--- config.mk ---
export PLATFORM = sky130hd
export DESIGN_NAME = six_pin_io_port
export DESIGN_NICKNAME = d
export VERILOG_FILES = /design/src/hdl/six_pin_io_pkg.sv /design/src/hdl/six_pin_io_port.sv
export SDC_FILE = /design/constraint.sdc
export NUM_CORES = 1
export LEC_CHECK = 0
export BUFFER_PORTS_ARGS = -buffer_cell sky130_fd_sc_hd__buf_2
export CORE_MARGIN = 1
export CORE_UTILIZATION = 50
export DETAILED_ROUTE_END_ITERATION = 8
export GPL_ROUTABILITY_DRIVEN = 1
export GPL_TIMING_DRIVEN = 1
export PLACE_DENSITY_LB_ADDON = 0.08
export SLEW_MARGIN = 30
export SYNTH_ARGS = -nofsm -noshare
export SYNTH_HDL_FRONTEND = slang
export SYNTH_SLANG_ARGS = --single-unit
--- constraint.sdc ---
create_clock -name sys_clk -period 1.6 [get_ports sys_clk]
set_input_delay 0.32 -clock sys_clk [delete_from_list [all_inputs] [get_ports sys_clk]]
set_output_delay 0.32 -clock sys_clk [all_outputs]
set_load 0.005 [all_outputs]
--- src/hdl/six_pin_io_pkg.sv ---
package six_pin_io_pkg;

   // ------------------------------------------------------------
   // widths
   // ------------------------------------------------------------
   localparam int ADDR_W = 3;
   localparam int DATA_W = 8;
   localparam int PINS = 6;

   // ------------------------------------------------------------
   // register offsets
   // ------------------------------------------------------------
   localparam logic [2:0] PORT_PIN_LEVELS_ADDR = 3'h0;
   localparam logic [2:0] PIN_DIRECTION_ADDR = 3'h1;
   localparam logic [2:0] ANALOG_SELECT_ADDR = 3'h2;
   localparam logic [2:0] PULLUP_ENABLE_ADDR = 3'h3;
   localparam logic [2:0] CHANGE_IRQ_ENABLE_ADDR = 3'h4;
   localparam logic [2:0] INTERRUPT_CONTROL_ADDR = 3'h5;
   localparam logic [2:0] OPTION_ADDR = 3'h6;
   localparam logic [2:0] PORT_BIT_MODIFY_ADDR = 3'h7;

   // ------------------------------------------------------------
   // field positions
   // ------------------------------------------------------------
   localparam int INPUT_ONLY_BIT = 3;
   localparam int CHANGE_FLAG_BIT = 0;
   localparam int GLOBAL_PULLUP_BIT = 7;
   localparam int BIT_MODIFY_VALUE_BIT = 3;
   localparam logic [5:0] OSC_PIN_MASK = 6'h30;
   localparam logic [5:0] INPUT_ONLY_MASK = 6'h08;

   // ------------------------------------------------------------
   // reset values
   // ------------------------------------------------------------
   localparam logic [5:0] DIRECTION_RST = 6'h3F;
   localparam logic [5:0] ANALOG_SELECT_RST = 6'h17;
   localparam logic [5:0] PULLUP_ENABLE_RST = 6'h37;
   localparam logic [5:0] CHANGE_IRQ_ENABLE_RST = 6'h00;
   localparam logic [5:0] OUTPUT_LATCH_RST = 6'h00;
   localparam logic GLOBAL_PULLUP_RST = 1'b1;

   // ------------------------------------------------------------
   // oscillator mode codes
   // ------------------------------------------------------------
   localparam logic [2:0] LOW_POWER_CRYSTAL_MODE = 3'h0;
   localparam logic [2:0] MEDIUM_GAIN_CRYSTAL_MODE = 3'h1;
   localparam logic [2:0] HIGH_GAIN_CRYSTAL_MODE = 3'h2;

endpackage

--- src/hdl/six_pin_io_port.sv ---
`timescale 1ns/100ps
module six_pin_io_port
   import six_pin_io_pkg::*;
#(
   parameter int NUM_PINS = PINS
) (
   input wire logic sys_clk,
   input wire logic rstn,
   input wire logic warm_reset,
   input wire logic master_clear_pin_enable,
   input wire logic [2:0] osc_mode,
   input wire logic [ADDR_W-1:0] reg_addr,
   input wire logic [DATA_W-1:0] reg_wdata,
   input wire logic reg_write,
   input wire logic reg_read,
   output logic [DATA_W-1:0] reg_rdata,
   input wire logic [NUM_PINS-1:0] pin_in,
   output logic [NUM_PINS-1:0] pin_out,
   output logic [NUM_PINS-1:0] pin_oe_n,
   output logic [NUM_PINS-1:0] pullup_on,
   output logic [NUM_PINS-1:0] digital_input_enable,
   output logic change_irq_flag,
   output logic wake_request
);

   // ------------------------------------------------------------
   // decode helpers
   // ------------------------------------------------------------
   // crystal modes steal the two oscillator pins, so their bits read as one
   function automatic logic [5:0] osc_force(input logic [5:0] val, input logic xtal);
      osc_force = xtal ? (val | OSC_PIN_MASK) : val;
   endfunction

   function automatic logic [DATA_W-1:0] pad_byte(input logic [5:0] val);
      pad_byte = {2'h0, val};
   endfunction

   function automatic logic reg_hit(input logic strobe, input logic [ADDR_W-1:0] addr,
      input logic [ADDR_W-1:0] target);
      reg_hit = strobe && (addr == target);
   endfunction

   // ------------------------------------------------------------
   // state
   // ------------------------------------------------------------
   logic [5:0] sync1_q;
   logic [5:0] sync2_q;
   logic [5:0] latch_q;
   logic [5:0] latch_d;
   logic [5:0] dir_q;
   logic [5:0] dir_d;
   logic [5:0] analog_q;
   logic [5:0] analog_d;
   logic [5:0] wpu_q;
   logic [5:0] wpu_d;
   logic [5:0] ioc_q;
   logic [5:0] ioc_d;
   logic global_pullup_off_q;
   logic global_pullup_off_d;
   logic [5:0] last_read_q;
   logic [5:0] last_read_d;
   logic flag_q;
   logic flag_d;
   logic [DATA_W-1:0] rdata_q;
   logic [DATA_W-1:0] rdata_d;

   // ------------------------------------------------------------
   // access decode
   // ------------------------------------------------------------
   wire crystal_mode = (osc_mode == LOW_POWER_CRYSTAL_MODE) ||
                       (osc_mode == MEDIUM_GAIN_CRYSTAL_MODE) ||
                       (osc_mode == HIGH_GAIN_CRYSTAL_MODE);
   wire wr_port = reg_hit(reg_write, reg_addr, PORT_PIN_LEVELS_ADDR);
   wire wr_dir = reg_hit(reg_write, reg_addr, PIN_DIRECTION_ADDR);
   wire wr_analog = reg_hit(reg_write, reg_addr, ANALOG_SELECT_ADDR);
   wire wr_wpu = reg_hit(reg_write, reg_addr, PULLUP_ENABLE_ADDR);
   wire wr_ioc = reg_hit(reg_write, reg_addr, CHANGE_IRQ_ENABLE_ADDR);
   wire wr_intctl = reg_hit(reg_write, reg_addr, INTERRUPT_CONTROL_ADDR);
   wire wr_option = reg_hit(reg_write, reg_addr, OPTION_ADDR);
   wire wr_bitmod = reg_hit(reg_write, reg_addr, PORT_BIT_MODIFY_ADDR);
   wire rd_port = reg_hit(reg_read, reg_addr, PORT_PIN_LEVELS_ADDR);
   wire port_touch = rd_port || wr_port || wr_bitmod;

   // ------------------------------------------------------------
   // pin read path
   // ------------------------------------------------------------
   // analog pins and a master-clear input-only pin read as zero
   wire [5:0] read_mask = analog_q | (master_clear_pin_enable ? INPUT_ONLY_MASK : 6'h00);
   wire [5:0] pin_levels = sync2_q & ~read_mask;

   // ------------------------------------------------------------
   // direction and drivers
   // ------------------------------------------------------------
   // driver follows direction even for analog pins; keeping it off is software's job
   wire [5:0] dir_eff = osc_force(dir_q | INPUT_ONLY_MASK, crystal_mode);
   wire [5:0] dir_view = dir_eff;

   // ------------------------------------------------------------
   // pull-ups
   // ------------------------------------------------------------
   wire [5:0] wpu_view = osc_force(wpu_q & ~INPUT_ONLY_MASK, crystal_mode);
   wire [5:0] wpu_gated = wpu_q & dir_eff & ~analog_q & ~INPUT_ONLY_MASK &
                          {6{~global_pullup_off_q}};
   wire [5:0] wpu_master_clear_input = master_clear_pin_enable ? INPUT_ONLY_MASK : 6'h00;

   // ------------------------------------------------------------
   // change detection
   // ------------------------------------------------------------
   wire [5:0] mismatch = ioc_q & ~analog_q & (pin_levels ^ last_read_q);
   wire any_mismatch = |mismatch;

   // ------------------------------------------------------------
   // bit modify operand
   // ------------------------------------------------------------
   wire [2:0] bm_index = reg_wdata[2:0];
   wire bm_value = reg_wdata[BIT_MODIFY_VALUE_BIT];
   logic [5:0] bm_result;

   always_comb begin
      bm_result = pin_levels;
      if (bm_index < 3'h6) begin
         bm_result[bm_index] = bm_value;
      end
   end

   // ------------------------------------------------------------
   // next state
   // ------------------------------------------------------------
   always_comb begin
      latch_d = latch_q;
      if (wr_port) begin
         latch_d = reg_wdata[5:0];
      end else if (wr_bitmod) begin
         // pin levels, not the latch, feed the merge: an analog output pin reads zero
         latch_d = bm_result;
      end
   end

   assign dir_d = wr_dir ? reg_wdata[5:0] : dir_q;
   assign analog_d = wr_analog ? reg_wdata[5:0] : analog_q;
   assign wpu_d = wr_wpu ? reg_wdata[5:0] : wpu_q;
   assign ioc_d = wr_ioc ? reg_wdata[5:0] : ioc_q;
   assign global_pullup_off_d = wr_option ? reg_wdata[GLOBAL_PULLUP_BIT] : global_pullup_off_q;

   // any port access refreshes the compare latch, but a change in that same cycle
   // is still compared against the old latch value and flagged
   assign last_read_d = port_touch ? pin_levels : last_read_q;

   // set beats clear: a live mismatch keeps the flag up
   always_comb begin
      flag_d = flag_q;
      if (wr_intctl && !reg_wdata[CHANGE_FLAG_BIT]) begin
         flag_d = 1'b0;
      end
      if (any_mismatch) begin
         flag_d = 1'b1;
      end
   end

   // ------------------------------------------------------------
   // read mux
   // ------------------------------------------------------------
   always_comb begin
      rdata_d = '0;
      if (reg_read) begin
         unique case (reg_addr)
            PORT_PIN_LEVELS_ADDR: rdata_d = pad_byte(pin_levels);
            PIN_DIRECTION_ADDR: rdata_d = pad_byte(dir_view);
            ANALOG_SELECT_ADDR: rdata_d = pad_byte(analog_q);
            PULLUP_ENABLE_ADDR: rdata_d = pad_byte(wpu_view);
            CHANGE_IRQ_ENABLE_ADDR: rdata_d = pad_byte(ioc_q);
            INTERRUPT_CONTROL_ADDR: rdata_d = {7'h00, flag_q};
            OPTION_ADDR: rdata_d = {global_pullup_off_q, 7'h00};
            PORT_BIT_MODIFY_ADDR: rdata_d = '0;
         endcase
      end
   end

   // ------------------------------------------------------------
   // synchronizer
   // ------------------------------------------------------------
   // only the second stage is read; the first may still be settling
   always_ff @(posedge sys_clk or negedge rstn) begin
      if (!rstn) begin
         sync1_q <= 6'h00;
         sync2_q <= 6'h00;
      end else begin
         sync1_q <= pin_in[5:0];
         sync2_q <= sync1_q;
      end
   end

   // ------------------------------------------------------------
   // compare latch: power-on reset only
   // ------------------------------------------------------------
   always_ff @(posedge sys_clk or negedge rstn) begin
      if (!rstn) begin
         last_read_q <= 6'h00;
      end else begin
         last_read_q <= last_read_d;
      end
   end

   // ------------------------------------------------------------
   // output latch
   // ------------------------------------------------------------
   // warm resets leave the latch alone, but direction resets to input so a driven pin stops driving
   always_ff @(posedge sys_clk or negedge rstn) begin
      if (!rstn) begin
         latch_q <= OUTPUT_LATCH_RST;
      end else if (!warm_reset) begin
         latch_q <= latch_d;
      end
   end

   // ------------------------------------------------------------
   // direction
   // ------------------------------------------------------------
   always_ff @(posedge sys_clk or negedge rstn) begin
      if (!rstn) begin
         dir_q <= DIRECTION_RST;
      end else if (warm_reset) begin
         dir_q <= DIRECTION_RST;
      end else begin
         dir_q <= dir_d;
      end
   end

   // ------------------------------------------------------------
   // analog select
   // ------------------------------------------------------------
   always_ff @(posedge sys_clk or negedge rstn) begin
      if (!rstn) begin
         analog_q <= ANALOG_SELECT_RST;
      end else if (warm_reset) begin
         analog_q <= ANALOG_SELECT_RST;
      end else begin
         analog_q <= analog_d;
      end
   end

   // ------------------------------------------------------------
   // pull-up enables
   // ------------------------------------------------------------
   always_ff @(posedge sys_clk or negedge rstn) begin
      if (!rstn) begin
         wpu_q <= PULLUP_ENABLE_RST;
      end else if (warm_reset) begin
         wpu_q <= PULLUP_ENABLE_RST;
      end else begin
         wpu_q <= wpu_d;
      end
   end

   // ------------------------------------------------------------
   // change enables
   // ------------------------------------------------------------
   always_ff @(posedge sys_clk or negedge rstn) begin
      if (!rstn) begin
         ioc_q <= CHANGE_IRQ_ENABLE_RST;
      end else if (warm_reset) begin
         ioc_q <= CHANGE_IRQ_ENABLE_RST;
      end else begin
         ioc_q <= ioc_d;
      end
   end

   // ------------------------------------------------------------
   // option: global pull-up control
   // ------------------------------------------------------------
   always_ff @(posedge sys_clk or negedge rstn) begin
      if (!rstn) begin
         global_pullup_off_q <= GLOBAL_PULLUP_RST;
      end else if (warm_reset) begin
         global_pullup_off_q <= GLOBAL_PULLUP_RST;
      end else begin
         global_pullup_off_q <= global_pullup_off_d;
      end
   end

   // ------------------------------------------------------------
   // flag and read data
   // ------------------------------------------------------------
   always_ff @(posedge sys_clk or negedge rstn) begin
      if (!rstn) begin
         flag_q <= 1'h0;
      end else if (warm_reset) begin
         flag_q <= any_mismatch;
      end else begin
         flag_q <= flag_d;
      end
   end

   // read data stand for one cycle only; idle cycles return zero
   always_ff @(posedge sys_clk or negedge rstn) begin
      if (!rstn) begin
         rdata_q <= '0;
      end else if (warm_reset) begin
         rdata_q <= '0;
      end else begin
         rdata_q <= rdata_d;
      end
   end

   // ------------------------------------------------------------
   // outputs
   // ------------------------------------------------------------
   generate
      for (genvar i = 0; i < 6; i++) begin : g_pin
         assign pin_out[i] = (i == INPUT_ONLY_BIT) ? 1'b0 : latch_q[i];
         assign pin_oe_n[i] = (i == INPUT_ONLY_BIT) ? 1'b1 : dir_eff[i];
         assign pullup_on[i] = wpu_gated[i] | wpu_master_clear_input[i];
         assign digital_input_enable[i] = ~analog_q[i];
      end
   endgenerate

   assign reg_rdata = rdata_q;
   assign change_irq_flag = flag_q;
   assign wake_request = flag_q;

endmodule

==> results of run 1 <==
==> worst max-delay path: cells and delay by family, from the launching register on <==
kind                   cells  cell delay (ns)
DFF                        1             0.55
and+or+nand+nor            1             0.27
buffers and inverters      1             0.16
==> how the worst max path moves through the flow <==
stage	from	endpoint	slack, ns
6_report	dir_q[1]	pullup_on[1]	-0.03
5_1_grt	dir_q[1]	pullup_on[1]	-0.07
4_1_cts	wpu_q[1]	pullup_on[1]	-0.01
3_5_place_dp	reg_addr[1]	analog_q[2]	0.005
3_3_place_gp	reg_addr[1]	analog_q[2]	0.04
2_1_floorplan	reg_addr[2]	last_read_q[0]	0.13
==> state kept, by name, summed over array words and instances, names as in the netlist <==
| signal | count |
|---|---|
| sync1_q | 6 |
| reg_rdata | 7 |
| global_pullup_off_q | 1 |
| latch_q | 5 |
| wpu_q | 5 |
| change_irq_flag | 1 |
| sync2_q | 6 |
| analog_q | 6 |
| last_read_q | 6 |
| ioc_q | 6 |
| dir_q | 5 |
==> layout make-up <==
type	count	share of cell area (%)
clock buffers	5	2.007
inverters	15	1.642
well taps	70	2.554
flip-flops and latches	54	39.95
clock inverters	3	0.7661
repair buffers	83	15.87
multi-input cells	179	37.21
==> power by group <==
group | switching, uW | internal [uW] | leakage [uW] | total, uW
sequential | 45.2 | 1450 | 0.000664 | 1490
clock | 488 | 326 | 0.0000495 | 814
combinational | 231 | 193 | 0.00104 | 424
==> logic make-up (layout without fill, tap and decap cells) <==
logic type	after synthesis	in the layout
buffers and inverters	35	106
and+or+nand+nor	96	96
xor gates and xnor gates	6	6
muxes	25	25
DFF	54	54
AOI/OAI and AO/OA	49	49
other	2	3
==> stage by stage <==
| stage | instances | setup TNS, ns | util [%] |
|---|---|---|---|
| detailed placement | 395 | 0 | 61.30 |
| CTS | 409 | -0.01315 | 64.55 |
| global route | 409 | -0.2084 | 65.48 |
| global placement | 395 | 0 | 61.30 |
| floorplan | 268 | 0 | - |
| finish | 409 | -0.02703 | 65.48 |
==> layer usage <==
layer  up-vias  GRT usage [%]
li1       1055              -
met2        71          37.48
met1      1042          33.62
met3        15          4.072
met4         0          9.615
met5         -              0
==> placed cells by master, fill, tap and decap left out, drive strengths merged, types with 4 or more instances in the layout <==
| master | count |
|---|---|
| clkbuf | 5 |
| nand2b | 6 |
| nor2b | 12 |
| nand2 | 29 |
| mux2i | 20 |
| dfstp | 15 |
| nor2 | 18 |
| inv | 17 |
| dfrtp | 39 |
| nor3 | 10 |
| o211ai | 7 |
| o21ai | 13 |
| a21oi | 11 |
| xor2 | 4 |
| mux2 | 5 |
| and3 | 5 |
| nor3b | 5 |
| buf | 82 |
==> what timing repair did <==
action,in CTS,in global routing
endpoints found under the hold margin,12,0
hold buffers,1,0
buffers inserted,5,0
pin swaps,2,5
endpoints found under the setup margin,3,5
gates resized for setup,2,9
==> results_dict.tcl, run 1 <==
set metrics [dict create \
    drc 0 \
    yosysMostFrequentCell "dfrtp_1" \
    cap_violations 0 \
    routed-wl-met3_um 289 \
    fmax_mhz 614.6 \
    nFillCells 437 \
    synth_cells 267 \
    preCtsSetupSlack_ns 0.005057 \
    min_from "pin_in[2]" \
    die_h_um 76.49 \
    slew_viol_final 0 \
    first_pass_iters 4 \
    final_area_um2 3430 \
    grt_usage_pct 24.13 \
    clockRootBuffer "clkbuf_8" \
    critical_path_class "flop to output port" \
    viasPerCell 5.337 \
    wl_met2_mm 3.049 \
    clk_latency_ns 0.32 \
    whs_path_depth 1 \
    die_w_um 76.49 \
    setup_violations 1 \
    ant_nets 0 \
    crit_slowest_cell "dfstp_2" \
    hold_viol 0 \
    r2r-end "reg_rdata[0]" \
    post-route-min-period_ns 1.627 \
    crit_fanout 2 \
    post_drt_wl_per_cell_um 15.77 \
    synth_top_area_share_pct 35.18 \
    async_flop_share_pct 100.0 \
    portBuffers 55 \
    wl_mm 6.449 \
    cts.sinks 54 \
    status "finished, violations left" \
    cp-start-kind "flop" \
    numCtsBuffers 5 \
    ys_types 49 \
    htreeDepth 2 \
    postSynthAreaPerCell_um2 10.39 \
    row_count 26 \
    ys.flop_type "dfrtp_1" \
    synthSimpleGateAreaFrac_pct 20.30 \
    overflow 0 \
    total_power_uw 2729 \
    synthXorXnorAreaFrac_pct 1.894 \
    placed_area_um2 3211 \
    leakage_uw 0.001756 \
    cts_tree "done" \
    drtIter0Drc 97 \
    path_cells "nor4bb_4, buf_2" \
    worstHoldPathType "primary input to flop" \
    gp_routability_congestion 0.8303 \
    synth_top_family_by_area "simple AND/OR/NAND/NOR gates" \
    arrival_ns 1.31 \
    synth_largest_area_cell "dfrtp_1" \
    synth_common_cells "dfrtp_1, nand2_1, mux2i_1" \
    violations "setup timing" \
    grt_pass1_vias 2042 \
    syn2layout_area_growth_pct 23.64 \
    clkTransAtPathRegs_ns 0.11 \
    fin_ws_ns -0.02703 \
    power.density_nw_per_um2 795.8 \
    start_util_pct 52.96 \
    regArea_um2 1370 \
    hpwl_mm 4.796 \
    irDropWorstVdd_uv 471.4 \
    die_area_um2 5850 \
    yosysWarnings 0 \
    core_area_um2 5238 \
    ys_seq_area_share_pct 49.39 \
    clock-skew-final_ns 0.01709 \
    ys_ff_latch 54 \
    drive_gt1_share_pct 36.58 \
    critPathCaptureType "output port" \
    num_vias 2183 \
    min_to "sync1_q[2]" \
    synth_mux_area_share_pct 9.247 \
    synth-compound-area-share_pct 12.09 \
    r2r_slack_ns 0.17 \
    syn-cell-area_um2 2774 \
    holdWs_ns 0.09646 \
    nets 364 \
    antenna_found_initial 0 \
    r2r_cells 5 \
    cts_buffer_depth 2 \
    ios 60 \
    highest_layer "met4" \
    final.period_utilization_pct 101.7 \
    multiInputGateArea_um2 1276 \
    slowest_delay_ns 0.55 \
    rsz0062_at_grt "true" \
    timing.rr.start "wpu_q[0]" \
    synth_fa_ha_area_share_pct 0 \
    grt_pass1_wl_mm 10.72 \
    grt_start_max_net_pins 30 \
    cp.required_ns 1.28 \
    routedLengthMet1_mm 2.951 \
    synth_edf_count 0 \
    synthTopCellsByArea "dfrtp_1, dfstp_2, mux2i_1, nand2_1, buf_4" \
    antenna-diode-count 0 \
]
Note: power is estimated with default switching activity, not from simulation.
==> run 2: changes to the inputs <==
--- a/config.mk
+++ b/config.mk
@@ -10,7 +10,7 @@
 export CORE_UTILIZATION = 50
 export DETAILED_ROUTE_END_ITERATION = 8
 export GPL_ROUTABILITY_DRIVEN = 1
-export GPL_TIMING_DRIVEN = 1
+export GPL_TIMING_DRIVEN = 0
 export PLACE_DENSITY_LB_ADDON = 0.08
 export SLEW_MARGIN = 30
 export SYNTH_ARGS = -nofsm -noshare
==> run 2 against run 1 <==
The run still ends with setup timing left. Sequential share of layout area grew 1.3 points. First-iteration DRC count is 120% higher. Global-route usage rose by 0.49 points. Highest routed layer unchanged.
==> results_dict.tcl, run 2 (synthesis results as in run 1) <==
set metrics [dict create \
    cts_tree "done" \
    leakage_uw 0.001696 \
    grt_pass1_wl_mm 11.01 \
    ant_nets 0 \
    grt_usage_pct 24.62 \
    viasPerCell 5.379 \
    ctsHoldBuffers 0 \
    antenna_found_initial 0 \
    r2r-end "reg_rdata[2]" \
    syn2layout_area_growth_pct 19.85 \
    grtUsageMet3_pct 4.311 \
    clock-skew-final_ns 0.01394 \
    grtUsageMet2_pct 38.11 \
    critPathCaptureType "output port" \
    post_drt_wl_per_cell_um 16.36 \
    dp_cells 390 \
    crit_path_start "dir_q[1]" \
    nets 359 \
    largest_register_ffs 7 \
    violations "setup timing" \
    final.period_utilization_pct 101.2 \
    slew-limit-headroom_pct 55.83 \
    cp.required_ns 1.28 \
    htreeDepth 2 \
    core_area_um2 5238 \
    overflow 0 \
    tightest_slew_ns 0.6626 \
    crit_fanout 2 \
    worstHoldPathType "primary input to asynchronous set/reset pin" \
    arrival_ns 1.30 \
    final_cell_mix "buf_2, dfrtp_1, nand2_1" \
    row_count 26 \
    antenna-diode-count 0 \
    numCtsBuffers 5 \
    status "finished, violations left" \
    post-route-min-period_ns 1.620 \
    portBuffers 52 \
    cp-endpoint "pullup_on[1]" \
    pwr-share-clk_pct 28.8 \
    cp-start-kind "flop" \
    timing.rr.start "analog_q[2]" \
    nFillCells 467 \
    p_sw_uw 733.2 \
    p_int_uw 1933 \
    drc 0 \
    setup_violations 1 \
    ios 60 \
    p_seq_share_pct 55.9 \
    drtIter0Drc 210 \
    start_util_pct 52.96 \
    gp_routability_congestion 0.8592 \
    num_vias 2173 \
    busiest_layer "met2" \
    clockRootBuffer "clkbuf_8" \
    grt_pass1_vias 2113 \
    rsz0062_at_grt "true" \
    finalSetupTns_ns -0.01974 \
    hold_viol 0 \
    grt_start_max_net_pins 55 \
    drive_gt1_share_pct 33.83 \
    cap_violations 0 \
    cts_buffer_depth 2 \
    p_sw_share_pct 27.49 \
    slew_viol_final 0 \
    die_h_um 76.49 \
    critical_path_class "flop to output port" \
    r2r_cells 4 \
    fin_ws_ns -0.01974 \
    irDropWorstVdd_uv 452.4 \
    first_pass_iters 4 \
    placed_area_um2 3128 \
    die_area_um2 5850 \
    fmax_mhz 617.4 \
    r2r_slack_ns 0.21 \
    die_w_um 76.49 \
    instances_no_fill 404 \
    clkTransAtPathRegs_ns 0.10 \
    wl_mm 6.610 \
    hpwl_mm 4.660 \
    holdWs_ns 0.03721 \
    clk_latency_ns 0.31 \
    final_common_cell "buf_2" \
    preCtsSetupSlack_ns -0.1108 \
    comb_power_share_pct 15.3 \
    final_area_um2 3324 \
    grtUsageMet1_pct 34.93 \
    cts.sinks 54 \
    power.density_nw_per_um2 802.1 \
]
==> run 2: cell count changes in the layout (fill, tap and decap cells not counted) <==
cell	delta
nor2_2	-1
buf_1	+1
clkinv_2	+1
buf_12	-3
inv_6	-2
nor2_1	+1
buf_4	-4
or2_2	+1
clkbuf_1	+5
dlygate4sd3_1	-1
buf_2	-2
or2_4	-1
==> run 2: how the worst min path moves through the flow <==
stage,startpoint,endpoint
after global routing,rstn,sync2_q[4]
after global placement,sync1_q[5],sync2_q[5]
after detailed placement,sync1_q[5],sync2_q[5]
after floorplan,rstn,analog_q[3]
final,rstn,sync2_q[3]
after CTS,rstn,sync2_q[3]
==> run 2: timing repair <==
action                                  in CTS  in global routing
endpoints found under the hold margin        0                  0
gates resized for setup                      4                  4
pin swaps                                    1                  1
endpoints found under the setup margin       3                  5
buffers inserted                             4                  2
gates cloned                                 0                  0
==> run 2: metal layers <==
layer	wire length [um]	vias to the layer above
met5	0	-
met4	113	0
met3	404	11
met2	3032	86
met1	3059	1034
li1	-	1042
==> run 2: final cells by class <==
class                   instances  area, um2  share of cell area (%)
repair buffers                 58      320.3                   9.635
well taps                      70      87.58                   2.635
plain buffers                  20      132.6                   3.989
flip-flops and latches         54       1370                   41.21
clock inverters                 2      13.76                  0.4140
multi-input cells             179       1271                   38.24
inverters                      15      56.30                   1.694
clock buffers                   6      72.57                   2.183
==> run 2: critical path, stage by stage, from the launching register on <==
cell and delay, ns:
dfstp_2 0.55, nor4bb_4 0.28, buf_2 0.15
==> run 2: power by group through the flow <==
stage | clock network [uW] | registers, uW | logic [uW]
finish | 768 | 1490 | 409
global route | 826 | 1500 | 454
CTS | 776 | 1490 | 399
detailed placement | 0 | 1510 | 392
global placement | 0 | 1510 | 386
floorplan | 0 | 1510 | 229
==> run 2: metrics by stage <==
stage               power, uW  utilization (%)
finish                   2667            63.47
floorplan                1738                -
global placement         1898            59.68
CTS                      2666            62.47
detailed placement       1906            59.72
global route             2780            63.47
==> run 3: changes to the inputs <==
--- a/config.mk
+++ b/config.mk
@@ -7,7 +7,7 @@
 export LEC_CHECK = 0
 export BUFFER_PORTS_ARGS = -buffer_cell sky130_fd_sc_hd__buf_2
 export CORE_MARGIN = 1
-export CORE_UTILIZATION = 50
+export CORE_UTILIZATION = 46
 export DETAILED_ROUTE_END_ITERATION = 8
 export GPL_ROUTABILITY_DRIVEN = 1
 export GPL_TIMING_DRIVEN = 0
==> run 3 against run 2 <==
The run still ends with setup timing left. Register-to-register slack better by 0.04 ns. Clock power grew 28%. Utilization fell by 4.7 points. Combinational power decreased by 3%. Fmax up 0.98%. First-iteration DRC count fell by 26%. Worst hold slack got worse by 0.0053 ns. Worst setup slack gained 0.016 ns. Critical endpoint unchanged. Via count is 1.2% lower. Design area decreased by 0.34%. Critical path depth unchanged.
==> results_dict.tcl, run 3 (synthesis results as in run 1) <==
set metrics [dict create \
    portBuffers 52 \
    setup_violations 1 \
    final_common_cell "buf_2" \
    htreeDepth 2 \
    clk_latency_ns 0.32 \
    gp_routability_congestion 0.8850 \
    antenna-diode-count 0 \
    crit_buf_inv 1 \
    irDropWorstVdd_uv 616.5 \
    core_area_um2 5642 \
    leakage_uw 0.001590 \
    clock-skew-final_ns 0.01187 \
    clockRootBuffer "clkbuf_8" \
    fmax_mhz 623.4 \
    finalSetupTns_ns -0.004011 \
    cp-start-kind "flop" \
    timing.rr.start "wpu_q[0]" \
    fin_ws_ns -0.004011 \
    grt_pass1_vias 2074 \
    cp.required_ns 1.28 \
    drc 0 \
    die_h_um 79.66 \
    tightest_slew_ns 0.6705 \
    critical_path_class "flop to output port" \
    status "finished, violations left" \
    grt_usage_pct 23.19 \
    die_area_um2 6345 \
    violations "setup timing" \
    cts_tree "done" \
    busiest_layer "met2" \
    num_vias 2147 \
    grtUsageMet3_pct 4.343 \
    dp_cells 392 \
    power.density_nw_per_um2 866.3 \
    slew_viol_final 0 \
    overflow 0 \
    largest_register_ffs 7 \
    preCtsSetupSlack_ns -0.1258 \
    cts_buffer_depth 2 \
    r2r_slack_ns 0.25 \
    path_cells "nor4bb_4, buf_2" \
    nets 358 \
    drive_gt1_share_pct 33.33 \
    ant_nets 0 \
    crit_slowest_cell "dfstp_2" \
    ios 60 \
    cts.sinks 54 \
    post_drt_wl_per_cell_um 16.31 \
    worstHoldPathType "primary input to asynchronous set/reset pin" \
    first_pass_iters 4 \
    slowest_delay_ns 0.55 \
    antenna_found_initial 0 \
    row_count 27 \
    grt_start_max_net_pins 55 \
    crit_path_start "wpu_q[1]" \
    grt_pass1_wl_mm 10.88 \
    r2r_cells 5 \
    die_w_um 79.66 \
    rsz0062_at_grt "true" \
    crit_family "flip-flops" \
    crit_fanout 2 \
    hold_viol 0 \
    syn2layout_area_growth_pct 19.44 \
    ctsHoldBuffers 0 \
    start_util_pct 49.17 \
    post-route-min-period_ns 1.604 \
    hpwl_mm 4.733 \
    numCtsBuffers 5 \
    final.period_utilization_pct 100.3 \
    final_cell_mix "buf_2, dfrtp_1, nand2_1" \
    arrival_ns 1.28 \
    cap_violations 0 \
    drtIter0Drc 156 \
    wl_mm 6.604 \
    grtUsageMet2_pct 33.50 \
    critPathCaptureType "output port" \
    slew-limit-headroom_pct 55.30 \
    instances_no_fill 405 \
    viasPerCell 5.301 \
    clkTransAtPathRegs_ns 0.10 \
    r2r-end "reg_rdata[0]" \
    grtUsageMet1_pct 32.74 \
]
[run 3: through the flow]
step | instance area [um2] | total power, uW | utilization (%) | hold slack (ns)
floorplan | 2778 | 1738 | - | 0.02441
detailed placement | 3131 | 1907 | 55.49 | 0.3364
global placement | 3128 | 1901 | 55.44 | 0.3319
global route | 3313 | 2984 | 58.73 | 0.08919
finish | 3313 | 2870 | 58.73 | 0.03194
CTS | 3297 | 2890 | 58.44 | 0.05234
[run 3: what timing repair did]
action,in CTS,in global routing
endpoints found under the setup margin,3,5
pin swaps,3,4
buffers inserted,4,1
endpoints found under the hold margin,0,0
resized for setup,2,2
[run 3: report_power, final]
group	switching (uW)	internal (uW)
clock	468	515
sequential	45.9	1450
combinational	227	169
total	740	2130
[run 3: how the worst max path moves through the flow]
stage | endpoint | slack (ns) | cells after the start
2_1_floorplan | last_read_q[0] | 0.13 | 5
3_3_place_gp | last_read_q[2] | -0.12 | 6
3_5_place_dp | last_read_q[2] | -0.13 | 6
4_1_cts | pullup_on[1] | -0.02 | 2
5_1_grt | pullup_on[1] | -0.05 | 2
6_report | pullup_on[1] | -0.004 | 2
[run 3: layer usage]
metal  vias up  part of all wire (%)
met2        71                    44
met3        17                   4.8
met1      1015                    48
met4         0                   3.5
li1       1044                     -
met5         -                     0
[run 3: worst reg2reg max path: stages (launching register included)]
cell      delay (ns)
dfstp_2         0.54
buf_4           0.10
mux2i_1         0.06
a211oi_1        0.23
a21oi_1         0.06
nor3_1          0.24
[run 3: area by class of cell]
type	instances	area, um2
tap	72	90.09
timing repair buffer	57	300.3
clock buffer	6	82.58
sequential	54	1370
clock inverter	2	38.79
inverter	15	56.30
fill	513	2328
buffer	20	132.6
multi-input combinational	179	1242
